### src/rtl/mua_map.svh
// Purpose: register offsets, field positions and reset values of the flag bank
// Assumes: byte-wide register access behind the two-wire serial engine
// Notes:   definitions only
`ifndef MUA_MAP_SVH
`define MUA_MAP_SVH

`define MUA_ADDR_UPDATE    8'h6f
`define MUA_ADDR_ALARM_A   8'h70
`define MUA_ADDR_ALARM_B   8'h71
`define MUA_LIMIT_END      8'h24
`define MUA_LIMIT_GAP_BIT  2
`define MUA_CH_MSB         5
`define MUA_CH_LSB         3
`define MUA_NUM_CH         3'd5
`define MUA_CH_TEMP        3'd0
`define MUA_UPD_TOP        7
`define MUA_UPD_RESET      5'h00
`define MUA_ALARM_RESET    10'h000
`define MUA_LIMIT_DEFAULT  32'h0000_0000
`define MUA_BYTE_ZERO      8'h00
`define MUA_LANE_TOP       4'h8
`define MUA_HI_TOP         31
`define MUA_HI_BOT         16
`define MUA_LO_TOP         15
`define MUA_ALM_B_HI       8
`define MUA_ALM_B_LO       9

`endif

### src/rtl/mua_pkg.sv
// Purpose: shared types of the monitor update and alarm flag bank
// Assumes: five monitored channels, 16-bit results and limits
// Notes:   offsets and field positions live in mua_map.svh
package mua_pkg;
  typedef logic [2:0]  mua_ch_t;
  typedef logic [7:0]  mua_byte_t;
  typedef logic [15:0] mua_meas_t;
  typedef logic [31:0] mua_limit_t;
endpackage

### src/rtl/mua_limit_mem.sv
// Purpose: limit store, one word per channel {hi msb, hi lsb, lo msb, lo lsb}
// Assumes: byte writes, two registered read ports
// Notes:   reset loads the factory default, standing in for the nonvolatile image
`timescale 1ns/1ns
`include "mua_map.svh"
module mua_limit_mem #(
  parameter int DW    = 32,
  parameter int DEPTH = 5,
  parameter int AW    = 3
) (
  input  wire logic            i_clk,
  input  wire logic            i_rst,
  input  wire logic            i_we,
  input  wire logic [DW/8-1:0] i_be,
  input  wire logic [AW-1:0]   i_waddr,
  input  wire logic [DW-1:0]   i_wdata,
  input  wire logic [AW-1:0]   i_raddr_a,
  output logic      [DW-1:0]   o_rdata_a,
  input  wire logic [AW-1:0]   i_raddr_b,
  output logic      [DW-1:0]   o_rdata_b
);
  logic [DW-1:0] mem_ff     [DEPTH];
  logic [DW-1:0] nxt_mem    [DEPTH];

  always_comb begin
    for (int w = 0; w < DEPTH; w++) begin
      nxt_mem[w] = mem_ff[w];
      for (int b = 0; b < DW/8; b++) begin
        if (i_we && i_be[b] && (int'(i_waddr) == w)) begin
          nxt_mem[w][b*8 +: 8] = i_wdata[b*8 +: 8];
        end
      end
    end
  end

  always_ff @(posedge i_clk) begin
    for (int w = 0; w < DEPTH; w++) begin
      mem_ff[w] <= i_rst ? DW'(`MUA_LIMIT_DEFAULT) : nxt_mem[w];
    end
    o_rdata_a <= mem_ff[i_raddr_a];
    o_rdata_b <= mem_ff[i_raddr_b];
  end
endmodule

### src/rtl/mua_flags.sv
// Purpose: conversion-update flags and limit alarm flags of a monitoring device
// Assumes: byte register port behind the two-wire serial engine; measurement
//          results arrive as a strobe with channel index and 16-bit value
// Notes:   channel 0 temperature, 1 supply, 2..4 monitor inputs a, b, c
//
// Summary of operation
// - a temperature result strobe sets temp_update_flag, bit 7 of byte 6f.
// - host writes 0 to an update flag and it stays clear until that channel converts again.
// - a supply result strobe sets supply_update_flag, bit 6.
// - an input a result strobe sets input_a_update_flag, bit 5.
// - an input b result strobe sets input_b_update_flag, bit 4.
// - an input c result strobe sets input_c_update_flag, bit 3.
// - update flags reset to zero and bits 2 to 0 of byte 6f read zero.
// - byte 70 bits 7 and 6 are temp_high_alarm and temp_low_alarm, read only.
// - byte 70 bits 5 and 4 are supply_high_alarm and supply_low_alarm.
// - byte 70 bits 3 and 2 are input_a_high_alarm and input_a_low_alarm.
// - byte 70 bits 1 and 0 are input_b_high_alarm and input_b_low_alarm.
// - byte 71 bits 7 and 6 are input_c_high_alarm and input_c_low_alarm, others zero.
// - limits are host-writable two-byte words, msb first, default zero.
`timescale 1ns/1ns
`include "mua_map.svh"
module mua_flags
  import mua_pkg::*;
(
  input  wire logic      i_clk,
  input  wire logic      i_rst,
  input  wire logic      i_wr_en,
  input  wire logic      i_rd_en,
  input  wire mua_byte_t i_addr,
  input  wire mua_byte_t i_wdata,
  output mua_byte_t      o_rdata,
  output logic           o_rvalid,
  input  wire logic      i_meas_stb,
  input  wire mua_ch_t   i_meas_ch,
  input  wire mua_meas_t i_meas_data
);
  localparam int NCH = 5;

  // limit bytes sit in groups of four every eight addresses
  function automatic logic lim_hit(input mua_byte_t a);
    lim_hit = (a < `MUA_LIMIT_END) && !a[`MUA_LIMIT_GAP_BIT];
  endfunction

  function automatic mua_ch_t lim_word(input mua_byte_t a);
    lim_word = a[`MUA_CH_MSB:`MUA_CH_LSB];
  endfunction

  // msb of the upper limit is byte 0 of its group, in the top lane
  function automatic logic [3:0] lim_lane(input mua_byte_t a);
    lim_lane = `MUA_LANE_TOP >> a[1:0];
  endfunction

  logic       [NCH-1:0]   upd_ff;
  logic       [NCH-1:0]   nxt_upd;
  logic       [2*NCH-1:0] alarm_ff;
  logic       [2*NCH-1:0] nxt_alarm;
  logic                   v1_ff;
  logic                   nxt_v1;
  mua_ch_t                ch1_ff;
  mua_ch_t                nxt_ch1;
  mua_meas_t              data1_ff;
  mua_meas_t              nxt_data1;
  logic                   rd1_ff;
  logic                   nxt_rd1;
  mua_byte_t              raddr1_ff;
  mua_byte_t              nxt_raddr1;
  mua_byte_t              rdata_ff;
  mua_byte_t              nxt_rdata;
  logic                   rvalid_ff;
  logic                   nxt_rvalid;
  mua_limit_t             lim_eval;
  mua_limit_t             lim_host;
  mua_byte_t              byte_upd;
  mua_byte_t              byte_alm_a;
  mua_byte_t              byte_alm_b;
  logic                   meas_ok;
  logic                   above;
  logic                   below;
  mua_meas_t              lim_hi;
  mua_meas_t              lim_lo;

  // strobes naming a channel beyond the fifth are dropped
  assign meas_ok = i_meas_stb && (i_meas_ch < `MUA_NUM_CH);

  mua_limit_mem #(
    .DW    (32),
    .DEPTH (NCH),
    .AW    (3)
  ) u_limits (
    .i_clk     (i_clk),
    .i_rst     (i_rst),
    .i_we      (i_wr_en && lim_hit(i_addr)),
    .i_be      (lim_lane(i_addr)),
    .i_waddr   (lim_word(i_addr)),
    .i_wdata   ({4{i_wdata}}),
    .i_raddr_a (i_meas_ch),
    .o_rdata_a (lim_eval),
    .i_raddr_b (lim_word(i_addr)),
    .o_rdata_b (lim_host)
  );

  // ---- conversion-update flags
  always_comb begin
    nxt_upd = upd_ff;
    if (i_wr_en && (i_addr == `MUA_ADDR_UPDATE)) begin
      for (int k = 0; k < NCH; k++) begin
        // writing 1 has no effect; only hardware sets a flag
        if (!i_wdata[`MUA_UPD_TOP-k]) begin
          nxt_upd[k] = 1'b0;
        end
      end
    end
    // the set comes after the clear so a conversion in the clearing cycle wins
    if (meas_ok) begin
      nxt_upd[i_meas_ch] = 1'b1;
    end
  end

  always_ff @(posedge i_clk) begin
    upd_ff <= i_rst ? `MUA_UPD_RESET : nxt_upd;
  end

  // ---- alarm evaluation, one result per cycle, limits read in the strobe cycle
  assign lim_hi = lim_eval[`MUA_HI_TOP:`MUA_HI_BOT];
  assign lim_lo = lim_eval[`MUA_LO_TOP:0];

  always_comb begin
    // temperature is two's complement, the other channels are unsigned
    if (ch1_ff == `MUA_CH_TEMP) begin
      above = $signed(data1_ff) > $signed(lim_hi);
      below = $signed(data1_ff) < $signed(lim_lo);
    end else begin
      above = data1_ff > lim_hi;
      below = data1_ff < lim_lo;
    end
  end

  always_comb begin
    nxt_v1    = meas_ok;
    nxt_ch1   = meas_ok ? i_meas_ch : ch1_ff;
    nxt_data1 = meas_ok ? i_meas_data : data1_ff;
    nxt_alarm = alarm_ff;
    if (v1_ff) begin
      nxt_alarm[{ch1_ff, 1'b0}] = above;
      nxt_alarm[{ch1_ff, 1'b1}] = below;
    end
  end

  always_ff @(posedge i_clk) begin
    if (i_rst) begin
      v1_ff    <= 1'b0;
      ch1_ff   <= `MUA_CH_TEMP;
      data1_ff <= '0;
      alarm_ff <= `MUA_ALARM_RESET;
    end else begin
      v1_ff    <= nxt_v1;
      ch1_ff   <= nxt_ch1;
      data1_ff <= nxt_data1;
      alarm_ff <= nxt_alarm;
    end
  end

  // ---- byte views of the flags
  generate
    for (genvar k = 0; k < NCH; k++) begin : g_upd
      assign byte_upd[`MUA_UPD_TOP-k] = upd_ff[k];
    end
    for (genvar k = 0; k < 8; k++) begin : g_alm_a
      assign byte_alm_a[7-k] = alarm_ff[k];
    end
  endgenerate
  assign byte_upd[`MUA_UPD_TOP-NCH:0] = '0;
  assign byte_alm_b = {alarm_ff[`MUA_ALM_B_HI], alarm_ff[`MUA_ALM_B_LO], 6'h00};

  // ---- host read path: address in cycle 0, limit word in cycle 1, data in cycle 2
  always_comb begin
    nxt_rd1    = i_rd_en;
    nxt_raddr1 = i_rd_en ? i_addr : raddr1_ff;
    nxt_rvalid = rd1_ff;
    nxt_rdata  = rdata_ff;
    if (rd1_ff) begin
      if (lim_hit(raddr1_ff)) begin
        nxt_rdata = 8'(lim_host >> {~raddr1_ff[1:0], 3'b000});
      end else if (raddr1_ff == `MUA_ADDR_UPDATE) begin
        nxt_rdata = byte_upd;
      end else if (raddr1_ff == `MUA_ADDR_ALARM_A) begin
        nxt_rdata = byte_alm_a;
      end else if (raddr1_ff == `MUA_ADDR_ALARM_B) begin
        nxt_rdata = byte_alm_b;
      end else begin
        // unmapped and reserved bytes read zero
        nxt_rdata = `MUA_BYTE_ZERO;
      end
    end
  end

  always_ff @(posedge i_clk) begin
    if (i_rst) begin
      rd1_ff    <= 1'b0;
      raddr1_ff <= `MUA_BYTE_ZERO;
      rdata_ff  <= `MUA_BYTE_ZERO;
      rvalid_ff <= 1'b0;
    end else begin
      rd1_ff    <= nxt_rd1;
      raddr1_ff <= nxt_raddr1;
      rdata_ff  <= nxt_rdata;
      rvalid_ff <= nxt_rvalid;
    end
  end

  assign o_rdata  = rdata_ff;
  assign o_rvalid = rvalid_ff;
endmodule

### config.mk
export PLATFORM = sky130hd
export DESIGN_NAME = mua_flags
export DESIGN_NICKNAME = d
export VERILOG_FILES = /design/src/rtl/mua_pkg.sv /design/src/rtl/mua_limit_mem.sv /design/src/rtl/mua_flags.sv
export VERILOG_INCLUDE_DIRS = /design/src /design/src/rtl
export SDC_FILE = /design/constraint.sdc
export NUM_CORES = 1
export LEC_CHECK = 0
export ABC_CLOCK_PERIOD_IN_PS = 2600
export BUFFER_PORTS_ARGS = -buffer_cell sky130_fd_sc_hd__buf_2
export CAP_MARGIN = 20
export CORE_MARGIN = 2
export CORE_UTILIZATION = 46
export CTS_CLUSTER_DIAMETER = 100
export CTS_CLUSTER_SIZE = 12
export DETAILED_ROUTE_END_ITERATION = 12
export GPL_TIMING_DRIVEN = 0
export MAX_ROUTING_LAYER = met4
export PLACE_DENSITY = 0.72
export SKIP_CTS_REPAIR_TIMING = 1
export SLEW_MARGIN = 5
export SYNTH_ARGS = -nofsm -noshare
export SYNTH_HDL_FRONTEND = slang
export SYNTH_SLANG_ARGS = --single-unit
### constraint.sdc
create_clock -name i_clk -period 2.6 [get_ports i_clk]
set_input_delay 0.52 -clock i_clk [delete_from_list [all_inputs] [get_ports i_clk]]
set_output_delay 0.52 -clock i_clk [all_outputs]
set_load 0.03 [all_outputs]
Yosys cells after proc, flatten, opt, wreduce, memory -nomap -nowiden --
Memory sizes are Yosys's and may differ from the RTL's. A register that Yosys moved wholly into a read port is not among the register bits. Cells that the tools add are included.
Cells by class: order comparisons 13, shifts and indexed selects 2, reduce and logical (&&, ||, !) cells 36, eq/ne operators 28, mux-type cells 46, bitwise logic cells 2
Operators with widths (count):
- 8-bit 2-to-1 mux | 24
- 32-bit 2-to-1 mux | 5
- 2-bit inequality test (second input constant) | 20
- 8-bit by 7-bit equality test with 1-bit output (second input constant) | 4
- 16-bit greater-than comparator | 2
- 1-bit logical AND | 32
- 16-bit less-than comparator | 2
- 32-bit by 5-bit right shift with 8-bit output | 1
- 10-bit bitwise mux | 2
- 8-bit by 6-bit less-than comparator with 1-bit output (second input constant) | 2
- 4-bit by 5-bit less-than comparator with 1-bit output (second input constant) | 2
- 1-bit 2-to-1 mux | 10
- 5-bit 2-to-1 mux | 2
- 1-bit demux with 3-bit select | 3
- 3-bit equality test (second input constant) | 3
- 4-bit by 1-bit >= comparator with 1-bit output (second input constant) | 2
- 3-bit logical NOT | 2
- 5-bit bitwise OR | 1
- 3-bit by 4-bit less-than comparator with 1-bit output (second input constant) | 1
- 4-bit by 2-bit right shift with 4-bit output (first input constant) | 1
- 3-bit by 2-bit equality test with 1-bit output (second input constant) | 1
- 3-bit by 1-bit >= comparator with 1-bit output (second input constant) | 1
- 3-bit less-than comparator (second input constant) | 1
- 1-bit logical NOT | 2
- 2-bit inverter | 1
Word-level totals: bits of input ports 40, RAM bits 160, memories kept 1, word-level logic and storage cells 137, output and inout port bits 9, flip-flop bits (word level) 53
Memory list:
- u_limits.mem_ff | depth 5, width 32, rd ports 2, clocked after Yosys merged registers in 2, wr ports 5, line mua_limit_mem.sv:22 | logic [DW-1:0] mem_ff [DEPTH];

Logic depth before layout (Yosys ltp) --
Gate-level depths: netlist of the first run.
depth after elaboration 7, depth in mapped cells 7, mapped depth without buffers 7

Hierarchy --
From an unflattened synthesis of the first run, not the netlist that was laid out.
Second synthesis, totals: cell total of the unflattened synthesis 1002, area, all modules 12265.5 um^2
Modules (own cells, without submodules):
- mua_limit_mem | sequential area each 6085.8 um^2, cells each 627, instances 1, area each 9163.8 um^2
- mua_flags | sequential area each 1061.0 um^2, cells each 375, instances 1, area each 3101.7 um^2

Worst setup path before layout of the first run --
OpenSTA, ideal clock, no wires.
path type input port to flip-flop, start in i_addr[4], end mem u_limits.mem_ff[3][24] (enable), arrival 2.269 ns, data required time 2.202 ns, stages 4, slack -0.067 ns, setup time 0.398 ns, path buffers 2, path through buf_1 buf_1 nand3b_1 o41ai_1
RTL lines:
- start: declaration | line mua_flags.sv:29 | input wire mua_byte_t i_addr,
- end: declaration | line mua_limit_mem.sv:22

==> reports/results.tsv, run 1 <==
stage	metric	value	unit
critical_path	depth of the most critical reg-to-reg path	5	
critical_path	cell family with most CP delay	buffers and inverters	
clock_tree	Inserted Clock Buffers	27	
finish	fill cell count	2048	
floorplan	Die ar.	26900	µm²
floorplan	Initial Util	46.8	%
route	drc violations	0	
sta	RSZ-0062 raised after global routing	no	
clock_tree	clock tree from TritonCTS	yes	
clock_tree	clock sink total	277	
logic_synthesis	main combinational cell family by area after synthesis	multiplexers	
logic_synthesis	synth top area cells	edfxtp_1 41%, dfxtp_1 20%, mux4_2 14%, mux2_2 6.1%, ha_1 3.3%	
worst_hold_path	worst hold stages	3	
power	leakage power	4.85	nW
logic_synthesis	Syn Area/Cell	15.0	µm²
finish	register area	7150	µm²
critical_path	Worst R2R Setup Slack	0.38	ns
grt	initial antenna violation count	3	
finish	footprint of the multi-input gates	4390	µm²
critical_path	CP Capture Type	flop	
grt	first-pass GRT wire length	42500	µm
finish	synthesis-to-layout area growth	13.2	%
clock_tree	CTS H-tree lvls	1	
logic_synthesis	simple-gate share of the synthesized area	6.19	%
logic_synthesis	asr flop ratio synth	0	%
sta	final setup skew	0.0220	ns
finish	Final Util	53.0	%
logic_synthesis	Synth Warn #	0	
critical_path	critical path class	input pin to flop	
finish	design area	13300	µm²
route	1st-iter DRT viols	657	
floorplan	I/O pins	49	
critical_path	Slowest cell on crit path	o41ai_4	
place	DP Wirelength	20700	µm
sta	post-layout min period	2.48	ns
route	Detailed Route WL	28600	µm
sta	fmax	403	MHz
place	Area after DPL	12500	µm²
sta	final setup vio count	0	
logic_synthesis	post-synth cell types	53	
sta	Final period util	95.3	%
critical_path	worst path bufs/invs	4	
route	post-DR vias/cell	5.79	
critical_path	WP depth	6	
sta	slack of the critical path	0.121	ns
floorplan	Core ar.	25100	µm²
grt	largest net degree at the start of global routing	21	
critical_path	critical path cell sequence	buf_2 > buf_1 > clkbuf_2 > nand3b_1 > o41ai_4 > buf_4	
power	Peak VDD IR	0.444	mV
finish	Total Nets Final	934	
finish	commonest non-fill, non-tap cell in the layout	edfxtp_1	
place	count of input and output buffers	40	
critical_path	Largest stage delay, worst path	0.55	ns
grt	number of global-route vias before repair	7020	
place	pre-CTS WS	-0.829	ns
logic_synthesis	dominant cell type by area after synthesis	edfxtp_1	
logic_synthesis	multiplexer share of the synthesized area	20.8	%
sta	Final Hold Fails	0	
route	wire length per cell	23.6	µm
run	max cap viols	0	
critical_path	worst path required time	2.85	ns
status	status	complete, no violations	
critical_path	CP Launch Type	input pin	
route	post-route ant nets	0	
floorplan	chip width	164	µm
logic_synthesis	adder-cell share of the synthesized area	3.30	%
critical_path	CP arrival	2.73	ns
sta	max_slew headroom	31.6	%
logic_synthesis	EDFF count, synth	160	
finish	layout cells sized above 1	29.1	%
sta	Slew Viols, Final	0	
logic_synthesis	Seq cells post-synth	277	
clock_tree	Clock Pin Slew Worst Setup and Hold Paths	0.06	ns
place	RD Place Congestion	0.906	
logic_synthesis	top cell type's share of synthesized area	40.9	%
sta	worst-margin pin slew	1.02	ns
logic_synthesis	Compound-Gate Fraction of Synth Area	6.26	%
sta	Hold Slack	0.218	ns
route	Initial DRT Pass Iterations	5	
logic_synthesis	ys flop type	edfxtp_1	
floorplan	Chip Height	164	µm
clock_tree	root buf cell	clkbuf_16	
worst_hold_path	HP Class	input pin to flop	
clock_tree	Clk Latency, worst-skew pair	0.54	ns
logic_synthesis	Post-Syn Area	11800	µm²
logic_synthesis	Gate Count Post-Synth	785	
sta	Final TNS setup	0	ns
route	via count	7027	
clock_tree	clk buf depth	3	
finish	commonest non-fill, non-tap cells in the layout	160 x edfxtp_1, 117 x dfxtp_1, 72 x mux4_2	
logic_synthesis	Synth Area in XOR/XNOR	0	%
logic_synthesis	Post-Syn Nets	856	
grt	Global Route Usage Sum	22.3	%
power	power density over cell area	745	nW/µm²
logic_synthesis	sequential area share after synthesis	60.8	%
grt	Congestion Overflow GR	0	
floorplan	Cell Rows	58	
critical_path	crit path max fanout	10	
==> final timing paths <==
kind,start,endpoint
min,i_meas_data[10],data1_ff[10]$_SDFFE_PP0P_
max reg2reg,data1_ff[15]$_SDFFE_PP0P_,alarm_ff[0]$_SDFFE_PP0P_
max,i_addr[4],u_limits.mem_ff[3][26]$_DFFE_PP_
min reg2reg,data1_ff[0]$_SDFFE_PP0P_,data1_ff[0]$_SDFFE_PP0P_
==> layout make-up <==
| cell class | instances | share of cell area (%) |
|---|---|---|
| timing repair buffer | 49 | 2.03 |
| clock inverter | 2 | 0.150 |
| sequential | 277 | 53.7 |
| inverter | 36 | 1.01 |
| multi-input combinational | 428 | 33.0 |
| buffer | 44 | 1.38 |
| tap | 330 | 3.10 |
| clock buffer | 46 | 5.62 |
| antenna | 2 | 0.0376 |
==> Yosys cell counts, drive strengths merged (2+ instances only) <==
cell type / n
a32oi: 3
or3: 3
and3: 5
inv: 36
a21oi: 36
nand3b: 2
nand4: 8
or3b: 2
o41ai: 5
buf: 16
a211oi: 13
clkbuf: 28
nand4b: 2
nor3: 3
o211ai: 6
mux2: 64
nor2: 25
and2: 2
nand3: 9
nand2b: 4
edfxtp: 160
o21ai: 30
a221oi: 4
o21a: 2
nand2: 51
a21o: 5
ha: 31
nor3b: 4
mux4: 72
mux2i: 10
dfxtp: 117
nor2b: 13
nor4: 2
==> state kept, by name, summed over array words and instances, names as in the netlist <==
register,flops
alarm_ff,10
ch1_ff,3
data1_ff,16
nxt_rvalid,1
o_rdata,8
o_rvalid,1
raddr1_ff,8
u_limits.mem_ff,160
u_limits.o_rdata_a,32
u_limits.o_rdata_b,32
upd_ff,5
v1_ff,1
==> power by group <==
part           leakage (nW)  internal [mW]  switching [mW]
clock network         0.369           1.95            1.60
logic                  1.97          0.528           0.617
registers              2.52           5.04           0.190
==> worst register-to-register path: stages, from the launching register on <==
cell      delay (ns)
dfxtp_1         0.34
ha_1            0.35
nor4_1          0.47
nor3_1          0.13
a211oi_1        0.64
a32o_1          0.22
==> routing by layer <==
layer	up-vias	wire length [µm]	GRT usage, %
li1	3187	-	-
met1	3554	11800	28.5
met2	228	14000	36.4
met3	58	1910	4.19
met4	0	935	7.06
met5	-	0	-
==> metrics by stage <==
step | cells | total power [mW]
3_3_place_gp | 1155 | 6.40
5_1_grt | 1214 | 10.3
2_1_floorplan | 785 | 6.02
3_5_place_dp | 1164 | 6.45
4_1_cts | 1212 | 9.95
6_report | 1214 | 9.92
==> logic make-up (layout without fill, tap and decap cells) <==
family                     after synthesis  in the layout
buffers and inverters                   80            177
and+or+nand+nor                        140            140
DFF                                    277            277
muxes                                  146            146
adders and majority gates               31             31
AOI/OAI and AO/OA                      111            111
other                                    0              2
(Power assumes the default switching activity.)
==> run 2: changes to the inputs <==
--- a/config.mk
+++ b/config.mk
@@ -6,19 +6,20 @@
 export SDC_FILE = /design/constraint.sdc
 export NUM_CORES = 1
 export LEC_CHECK = 0
-export ABC_CLOCK_PERIOD_IN_PS = 2600
-export BUFFER_PORTS_ARGS = -buffer_cell sky130_fd_sc_hd__buf_2
+export ABC_CLOCK_PERIOD_IN_PS = 2100
 export CAP_MARGIN = 20
 export CORE_MARGIN = 2
 export CORE_UTILIZATION = 46
 export CTS_CLUSTER_DIAMETER = 100
 export CTS_CLUSTER_SIZE = 12
 export DETAILED_ROUTE_END_ITERATION = 12
+export DONT_BUFFER_PORTS = 1
 export GPL_TIMING_DRIVEN = 0
 export MAX_ROUTING_LAYER = met4
-export PLACE_DENSITY = 0.72
+export PLACE_DENSITY = 0.7
 export SKIP_CTS_REPAIR_TIMING = 1
 export SLEW_MARGIN = 5
 export SYNTH_ARGS = -nofsm -noshare
 export SYNTH_HDL_FRONTEND = slang
+export SYNTH_HIERARCHICAL = 1
 export SYNTH_SLANG_ARGS = --single-unit
==> constraint.sdc (replaced) <==
create_clock -name i_clk -period 2.1 [get_ports i_clk]
set_input_delay 0.42 -clock i_clk [delete_from_list [all_inputs] [get_ports i_clk]]
set_output_delay 0.42 -clock i_clk [all_outputs]
set_load 0.03 [all_outputs]
==> run 2 against run 1 <==
  * The run now ends with DRC, setup timing left
  * Wire length up 18%
  * First-iteration DRC count grew 54%
  * Clock power rose by 21%
  * Setup slack got worse by 0.21 ns
  * Combinational power up 21%
  * Cell count increased by 15%
  * Sequential power up 24%
  * Area after synthesis grew 4.3%
  * Core utilization is 0.73 points lower
  * Worst hold slack worse by 0.21 ns
  * Register-to-register slack worse by 0.47 ns
  * Via count up 20%
  * Critical endpoint is now alarm_ff[4]$_SDFFE_PP0P_
  * Largest cell class unchanged
  * Highest routed layer unchanged
==> reports/results.tsv, run 2 <==
stage	metric	value	unit
power	post-route total power	12.2	mW
route	Detailed Route WL	33800	µm
route	post-DR vias/cell	6.04	
place	RD Place Congestion	0.916	
logic_synthesis	synth top area cells	edfxtp_1 39%, dfxtp_1 19%, mux2i_1 6.0%, nor2b_1 5.3%, a211oi_1 4.2%	
clock_tree	Inserted Clock Buffers	27	
worst_hold_path	Worst Hold Path EP	data1_ff[7]$_SDFFE_PP0P_	
critical_path	cell family with most CP delay	simple AND/OR/NAND/NOR gates	
power	power density over cell area	893	nW/µm²
finish	footprint of the multi-input gates	4610	µm²
worst_hold_path	hold wc startpoint	i_meas_data[7]	
clock_tree	CTS H-tree lvls	1	
finish	Largest register FFs	160	
sta	Final Hold Fails	0	
sta	post-layout min period	2.19	ns
logic_synthesis	top cell type's share of synthesized area	39.2	%
worst_hold_path	worst hold stages	2	
logic_synthesis	Post-Syn Area	12300	µm²
clock_tree	Clk Latency, worst-skew pair	0.55	ns
sta	Slew Viols, Final	0	
logic_synthesis	most common cell in the synthesized netlist	edfxtp_1	
clock_tree	clock sink total	277	
place	Area after DPL	12800	µm²
critical_path	critical path class	flop to flop	
critical_path	worst path required time	2.57	ns
logic_synthesis	ys flop type	edfxtp_1	
floorplan	Chip Height	167	µm
logic_synthesis	Gate Count Post-Synth	1002	
clock_tree	root buf cell	clkbuf_16	
clock_tree	clk buf depth	3	
sta	worst-margin pin slew	0.957	ns
sta	final setup skew	0.0101	ns
clock_tree	Clock Pin Slew Worst Setup and Hold Paths	0.06	ns
place	DP Wirelength	24500	µm
logic_synthesis	sequential area share after synthesis	58.3	%
critical_path	CP Launch Type	flop	
critical_path	CP arrival	2.66	ns
power	leakage power	5.07	nW
sta	Hold Slack	0.0117	ns
grt	Congestion Overflow GR	0	
critical_path	crit path max fanout	4	
logic_synthesis	dominant cell type by area after synthesis	edfxtp_1	
power	switching portion of total power	25.0	%
floorplan	I/O pins	49	
critical_path	depth of the most critical reg-to-reg path	7	
finish	layout cells sized above 1	13.2	%
finish	register area	7150	µm²
logic_synthesis	post-synth cell types	50	
grt	initial antenna violation count	2	
sta	slack of the critical path	-0.0901	ns
clock_tree	clock tree from TritonCTS	yes	
power	internal cell power	9.15	mW
route	1st-iter DRT viols	1009	
finish	Top Registers	u_limits/mem_ff: 160 flops, u_limits/o_rdata_a: 32 flops, u_limits/o_rdata_b: 32 flops	
status	failing checks	DRC, setup timing	
sta	final setup vio count	4	
place	Placed Cells	1348	
finish	commonest non-fill, non-tap cell in the layout	edfxtp_1	
critical_path	Largest stage delay, worst path	0.57	ns
logic_synthesis	Synth Warn #	6	
power	Comb power frac	11.4	%
power	Clk pwr share	35.4	%
power	Peak VDD IR	0.612	mV
sta	RSZ-0062 raised after global routing	yes	
finish	fill cell count	2218	
run	max cap viols	0	
finish	Top reg by flops	u_limits/mem_ff	
critical_path	Worst R2R Setup Slack	-0.09	ns
logic_synthesis	EDFF count, synth	160	
critical_path	CP Capture Type	flop	
worst_hold_path	HP Class	input pin to flop	
sta	fmax	457	MHz
status	status	complete, but fails checks	
logic_synthesis	Post-Syn Nets	1073	
route	wire length per cell	24.2	µm
floorplan	Cell Rows	59	
logic_synthesis	asr flop ratio synth	0	%
critical_path	FF-to-FF Start	u_limits/o_rdata_a[21]$_DFF_P_	
power	NetSw	3.05	mW
logic_synthesis	Seq cells post-synth	277	
place	count of input and output buffers	0	
grt	largest net degree at the start of global routing	14	
route	drc violations	7	
critical_path	FF-to-FF End	alarm_ff[4]$_SDFFE_PP0P_	
critical_path	Slowest cell on crit path	or4_4	
grt	first-pass GRT wire length	49900	µm
floorplan	chip width	167	µm
logic_synthesis	Synth top cells by count	160 x edfxtp_1, 117 x dfxtp_1, 104 x nor2b_1	
floorplan	Core ar.	26100	µm²
sta	max_slew headroom	35.8	%
grt	Global Route Usage Sum	24.4	%
floorplan	Die ar.	28000	µm²
finish	Total Nets Final	1115	
finish	commonest non-fill, non-tap cells in the layout	160 x edfxtp_1, 111 x dfxtp_1, 104 x nor2b_1	
route	post-route ant nets	0	
power	sequential cell fraction of total power	53.3	%
floorplan	Initial Util	46.9	%
grt	number of global-route vias before repair	8192	
finish	synthesis-to-layout area growth	11.4	%
finish	final non-filler cell total	1396	
critical_path	worst path bufs/invs	1	
critical_path	critical path cell sequence	inv_1 > ha_4 > nand4_1 > a2111oi_4 > nor4_4 > or4_4 > mux2i_1	
route	via count	8435	
sta	Final period util	104	%
logic_synthesis	Syn Area/Cell	12.2	µm²
route	Initial DRT Pass Iterations	9	
finish	design area	13700	µm²
[run 2: worst max path at each step]
| stage | start | to | slack, ns | depth (start not counted) |
|---|---|---|---|---|
| floorplan | i_addr[7] | u_limits/mem_ff[0][0]$_DFFE_PP_ | -0.14 | 4 |
| global placement | i_addr[7] | u_limits/mem_ff[4][12]$_DFFE_PP_ | -1.05 | 4 |
| detailed placement | i_addr[7] | u_limits/mem_ff[1][18]$_DFFE_PP_ | -0.71 | 4 |
| CTS | i_addr[7] | u_limits/mem_ff[1][20]$_DFFE_PP_ | -0.16 | 4 |
| global route | u_limits/o_rdata_a[18]$_DFF_P_ | alarm_ff[4]$_SDFFE_PP0P_ | -0.17 | 7 |
| finish | u_limits/o_rdata_a[21]$_DFF_P_ | alarm_ff[4]$_SDFFE_PP0P_ | -0.09 | 7 |
[run 2: cell families (layout without fill, tap and decap cells)]
family,Yosys count,after routing,synth area share [%]
flip-flops,277,277,58.3
AO/OA/AOI/OAI,238,238,15.0
AND/OR/NAND/NOR,242,242,10.7
buffers and inverters,130,187,5.17
adder cells (fa/ha/maj),31,31,3.16
other,0,2,0
multiplexers,83,83,7.60
XOR/XNOR,1,1,0.0714
[run 2: stage by stage]
stage               worst slack (ns)  util (%)  setup TNS, ns
floorplan                     -0.135         -         -13.00
global placement               -1.05      48.6        -127.46
detailed placement            -0.710      48.9         -70.02
CTS                           -0.158      51.7          -6.14
global route                  -0.170      52.3         -0.592
finish                       -0.0901      52.3         -0.306
[run 2: layout make-up]
class	instances	share of cell area, %
sequential	277	52.3
multi-input combinational	595	33.7
clock buffer	42	5.36
tap	335	3.07
buffer	63	2.80
inverter	67	1.84
timing repair buffer	13	0.677
clock inverter	2	0.146
antenna	2	0.0366
[run 2: power by group through the flow]
stage                     combinational [mW]  clock, mW  sequential (mW)
after floorplan                        0.958          0             6.48
after global placement                  1.28          0             6.58
after detailed placement                1.34          0             6.60
after CTS                               1.34       4.37             6.48
after global routing                    1.50       4.60             6.53
final                                   1.39       4.31             6.50
[run 2: metal layers]
| metal | track usage [%] | share of wire, % | vias up |
|---|---|---|---|
| li1 | - | - | 3818 |
| met1 | 30.6 | 41 | 4178 |
| met2 | 39.7 | 48 | 365 |
| met3 | 5.48 | 8.6 | 74 |
| met4 | 7.75 | 3.1 | 0 |
| met5 | - | 0 | - |
==> run 3: changes to the inputs <==
--- a/config.mk
+++ b/config.mk
@@ -8,8 +8,10 @@
 export LEC_CHECK = 0
 export ABC_CLOCK_PERIOD_IN_PS = 2100
 export CAP_MARGIN = 20
+export CORE_ASPECT_RATIO = 0.8
 export CORE_MARGIN = 2
 export CORE_UTILIZATION = 46
+export CTS_BUF_LIST = sky130_fd_sc_hd__clkbuf_16
 export CTS_CLUSTER_DIAMETER = 100
 export CTS_CLUSTER_SIZE = 12
 export DETAILED_ROUTE_END_ITERATION = 12
==> run 3 against run 2 <==
  * The flow finishes with violations (setup timing)
  * Clock skew rose by 0.00085 ns
  * Clock-buffer cell count is 15 lower
  * Wire length up 0.69%
  * Largest cell class unchanged
  * Clock power about the same
  * Die area about the same
  * Cell area is 0.23% higher
  * Critical path type unchanged
  * Sequential cell count stayed put
==> reports/results.tsv, run 3 (synthesis gave the netlist of run 2 again) <==
stage	metric	value	unit
status	status	complete, but fails checks	
status	failing checks	setup timing	
critical_path	Largest stage delay, worst path	0.56	ns
route	Initial DRT Pass Iterations	7	
worst_hold_path	worst hold stages	2	
route	1st-iter DRT viols	1085	
finish	Top Registers	u_limits/mem_ff: 160 flops, u_limits/o_rdata_a: 32 flops, u_limits/o_rdata_b: 32 flops	
sta	Final Hold Fails	0	
sta	final setup skew	0.0110	ns
critical_path	worst path bufs/invs	1	
power	Peak VDD IR	0.610	mV
finish	layout cells sized above 1	12.9	%
floorplan	I/O pins	49	
finish	synthesis-to-layout area growth	11.7	%
sta	slack of the critical path	-0.0725	ns
clock_tree	clock sink total	277	
critical_path	critical path cell sequence	inv_1 > ha_1 > nand4_1 > a2111oi_4 > nor4_2 > or4_4 > mux2i_1	
grt	number of global-route vias before repair	7999	
sta	post-layout min period	2.17	ns
floorplan	Cell Rows	53	
finish	Total Nets Final	1113	
route	via count	8489	
clock_tree	clock tree from TritonCTS	yes	
sta	max_slew headroom	30.7	%
critical_path	critical path class	flop to flop	
power	leakage power	5.16	nW
grt	first-pass GRT wire length	50100	µm
sta	Slew Viols, Final	0	
critical_path	CP Launch Type	flop	
critical_path	cell family with most CP delay	simple AND/OR/NAND/NOR gates	
finish	Top reg by flops	u_limits/mem_ff	
critical_path	crit path max fanout	4	
sta	final setup vio count	4	
finish	commonest non-fill, non-tap cell in the layout	edfxtp_1	
finish	commonest non-fill, non-tap cells in the layout	160 x edfxtp_1, 113 x dfxtp_1, 103 x nor2b_1	
sta	RSZ-0062 raised after global routing	yes	
floorplan	Chip Height	150	µm
power	post-route total power	12.2	mW
clock_tree	root buf cell	clkbuf_16	
run	max cap viols	0	
finish	footprint of the multi-input gates	4590	µm²
sta	worst-margin pin slew	1.03	ns
floorplan	chip width	187	µm
route	DR top layer	met4	
sta	fmax	460	MHz
sta	Hold Slack	0.0123	ns
route	post-DR vias/cell	5.95	
critical_path	depth of the most critical reg-to-reg path	7	
floorplan	Die ar.	28000	µm²
power	power density over cell area	892	nW/µm²
sta	Final TNS setup	-0.245	ns
critical_path	CP Capture Type	flop	
finish	Largest register FFs	160	
critical_path	CP arrival	2.65	ns
sta	Final period util	103	%
grt	initial antenna violation count	8	
critical_path	Slowest cell on crit path	or4_4	
route	met2 WL	14000	µm
critical_path	Worst R2R Setup Slack	-0.07	ns
clock_tree	clk buf depth	3	
route	post-route ant nets	0	
route	Met1 Wirelength	15300	µm
floorplan	Initial Util	46.7	%
route	WL met3	3760	µm
clock_tree	Clk Latency, worst-skew pair	0.54	ns
place	RD Place Congestion	0.907	
route	wire length per cell	23.9	µm
worst_hold_path	HP Class	input pin to flop	
floorplan	Core ar.	26300	µm²
clock_tree	Clock Pin Slew Worst Setup and Hold Paths	0.06	ns
clock_tree	Inserted Clock Buffers	27	
place	count of input and output buffers	0	
grt	Global Route Usage Sum	24.9	%
critical_path	worst path required time	2.57	ns
route	drc violations	0	
finish	register area	7150	µm²
critical_path	WP depth	7	
route	Detailed Route WL	34100	µm
place	DP Wirelength	24200	µm
clock_tree	CTS H-tree lvls	1	
finish	fill cell count	2253	
grt	largest net degree at the start of global routing	14	
grt	Congestion Overflow GR	0	
## run 3: changes by cell type in the layout (fill, tap and decap cells not counted), sizes merged
cell    delta
inv       +19
clkbuf    -15
diode      +7
buf        -2
## run 3: layout make-up
type / count / share of cell area (%)
Clock inverter: 21 / 0.667
Sequential cell: 277 / 52.2
Buffer: 63 / 2.80
Clock buffer: 27 / 4.93
Antenna cell: 9 / 0.164
Inverter: 67 / 1.85
Multi-Input combinational cell: 595 / 33.5
Timing Repair Buffer: 11 / 0.585
Tap cell: 357 / 3.26
## run 3: layer usage
layer  global-route usage, %  vias to the layer above
met5                       -                        -
met4                    7.86                        0
met3                    6.89                       79
met2                    34.4                      445
met1                    35.4                     4134
li1                        -                     3831
## run 3: path summary, 6_finish.rpt
kind,startpoint,end
setup reg to reg,u_limits/o_rdata_a[27]$_DFF_P_,alarm_ff[2]$_SDFFE_PP0P_
hold reg to reg,alarm_ff[2]$_SDFFE_PP0P_,alarm_ff[2]$_SDFFE_PP0P_
setup / recovery,u_limits/o_rdata_a[27]$_DFF_P_,alarm_ff[2]$_SDFFE_PP0P_
hold / removal,i_meas_data[12],data1_ff[12]$_SDFFE_PP0P_
## run 3: report_power, final
| part | internal, mW | switching, mW | total, mW |
|---|---|---|---|
| logic | 0.539 | 0.846 | 1.38 |
| clock network | 2.31 | 2.01 | 4.33 |
| registers | 6.23 | 0.284 | 6.51 |
| total | 9.08 | 3.14 | 12.2 |
## run 3: through the flow
stage          instance area (µm²)  instances  worst slack [ns]  util (%)
2_1_floorplan                12300       1002            -0.135         -
3_3_place_gp                 12700       1359             -1.06      48.4
3_5_place_dp                 12800       1368            -0.679      48.7
4_1_cts                      13600       1416            -0.134      51.6
5_1_grt                      13700       1424            -0.182      52.1
6_report                     13700       1427           -0.0725      52.2
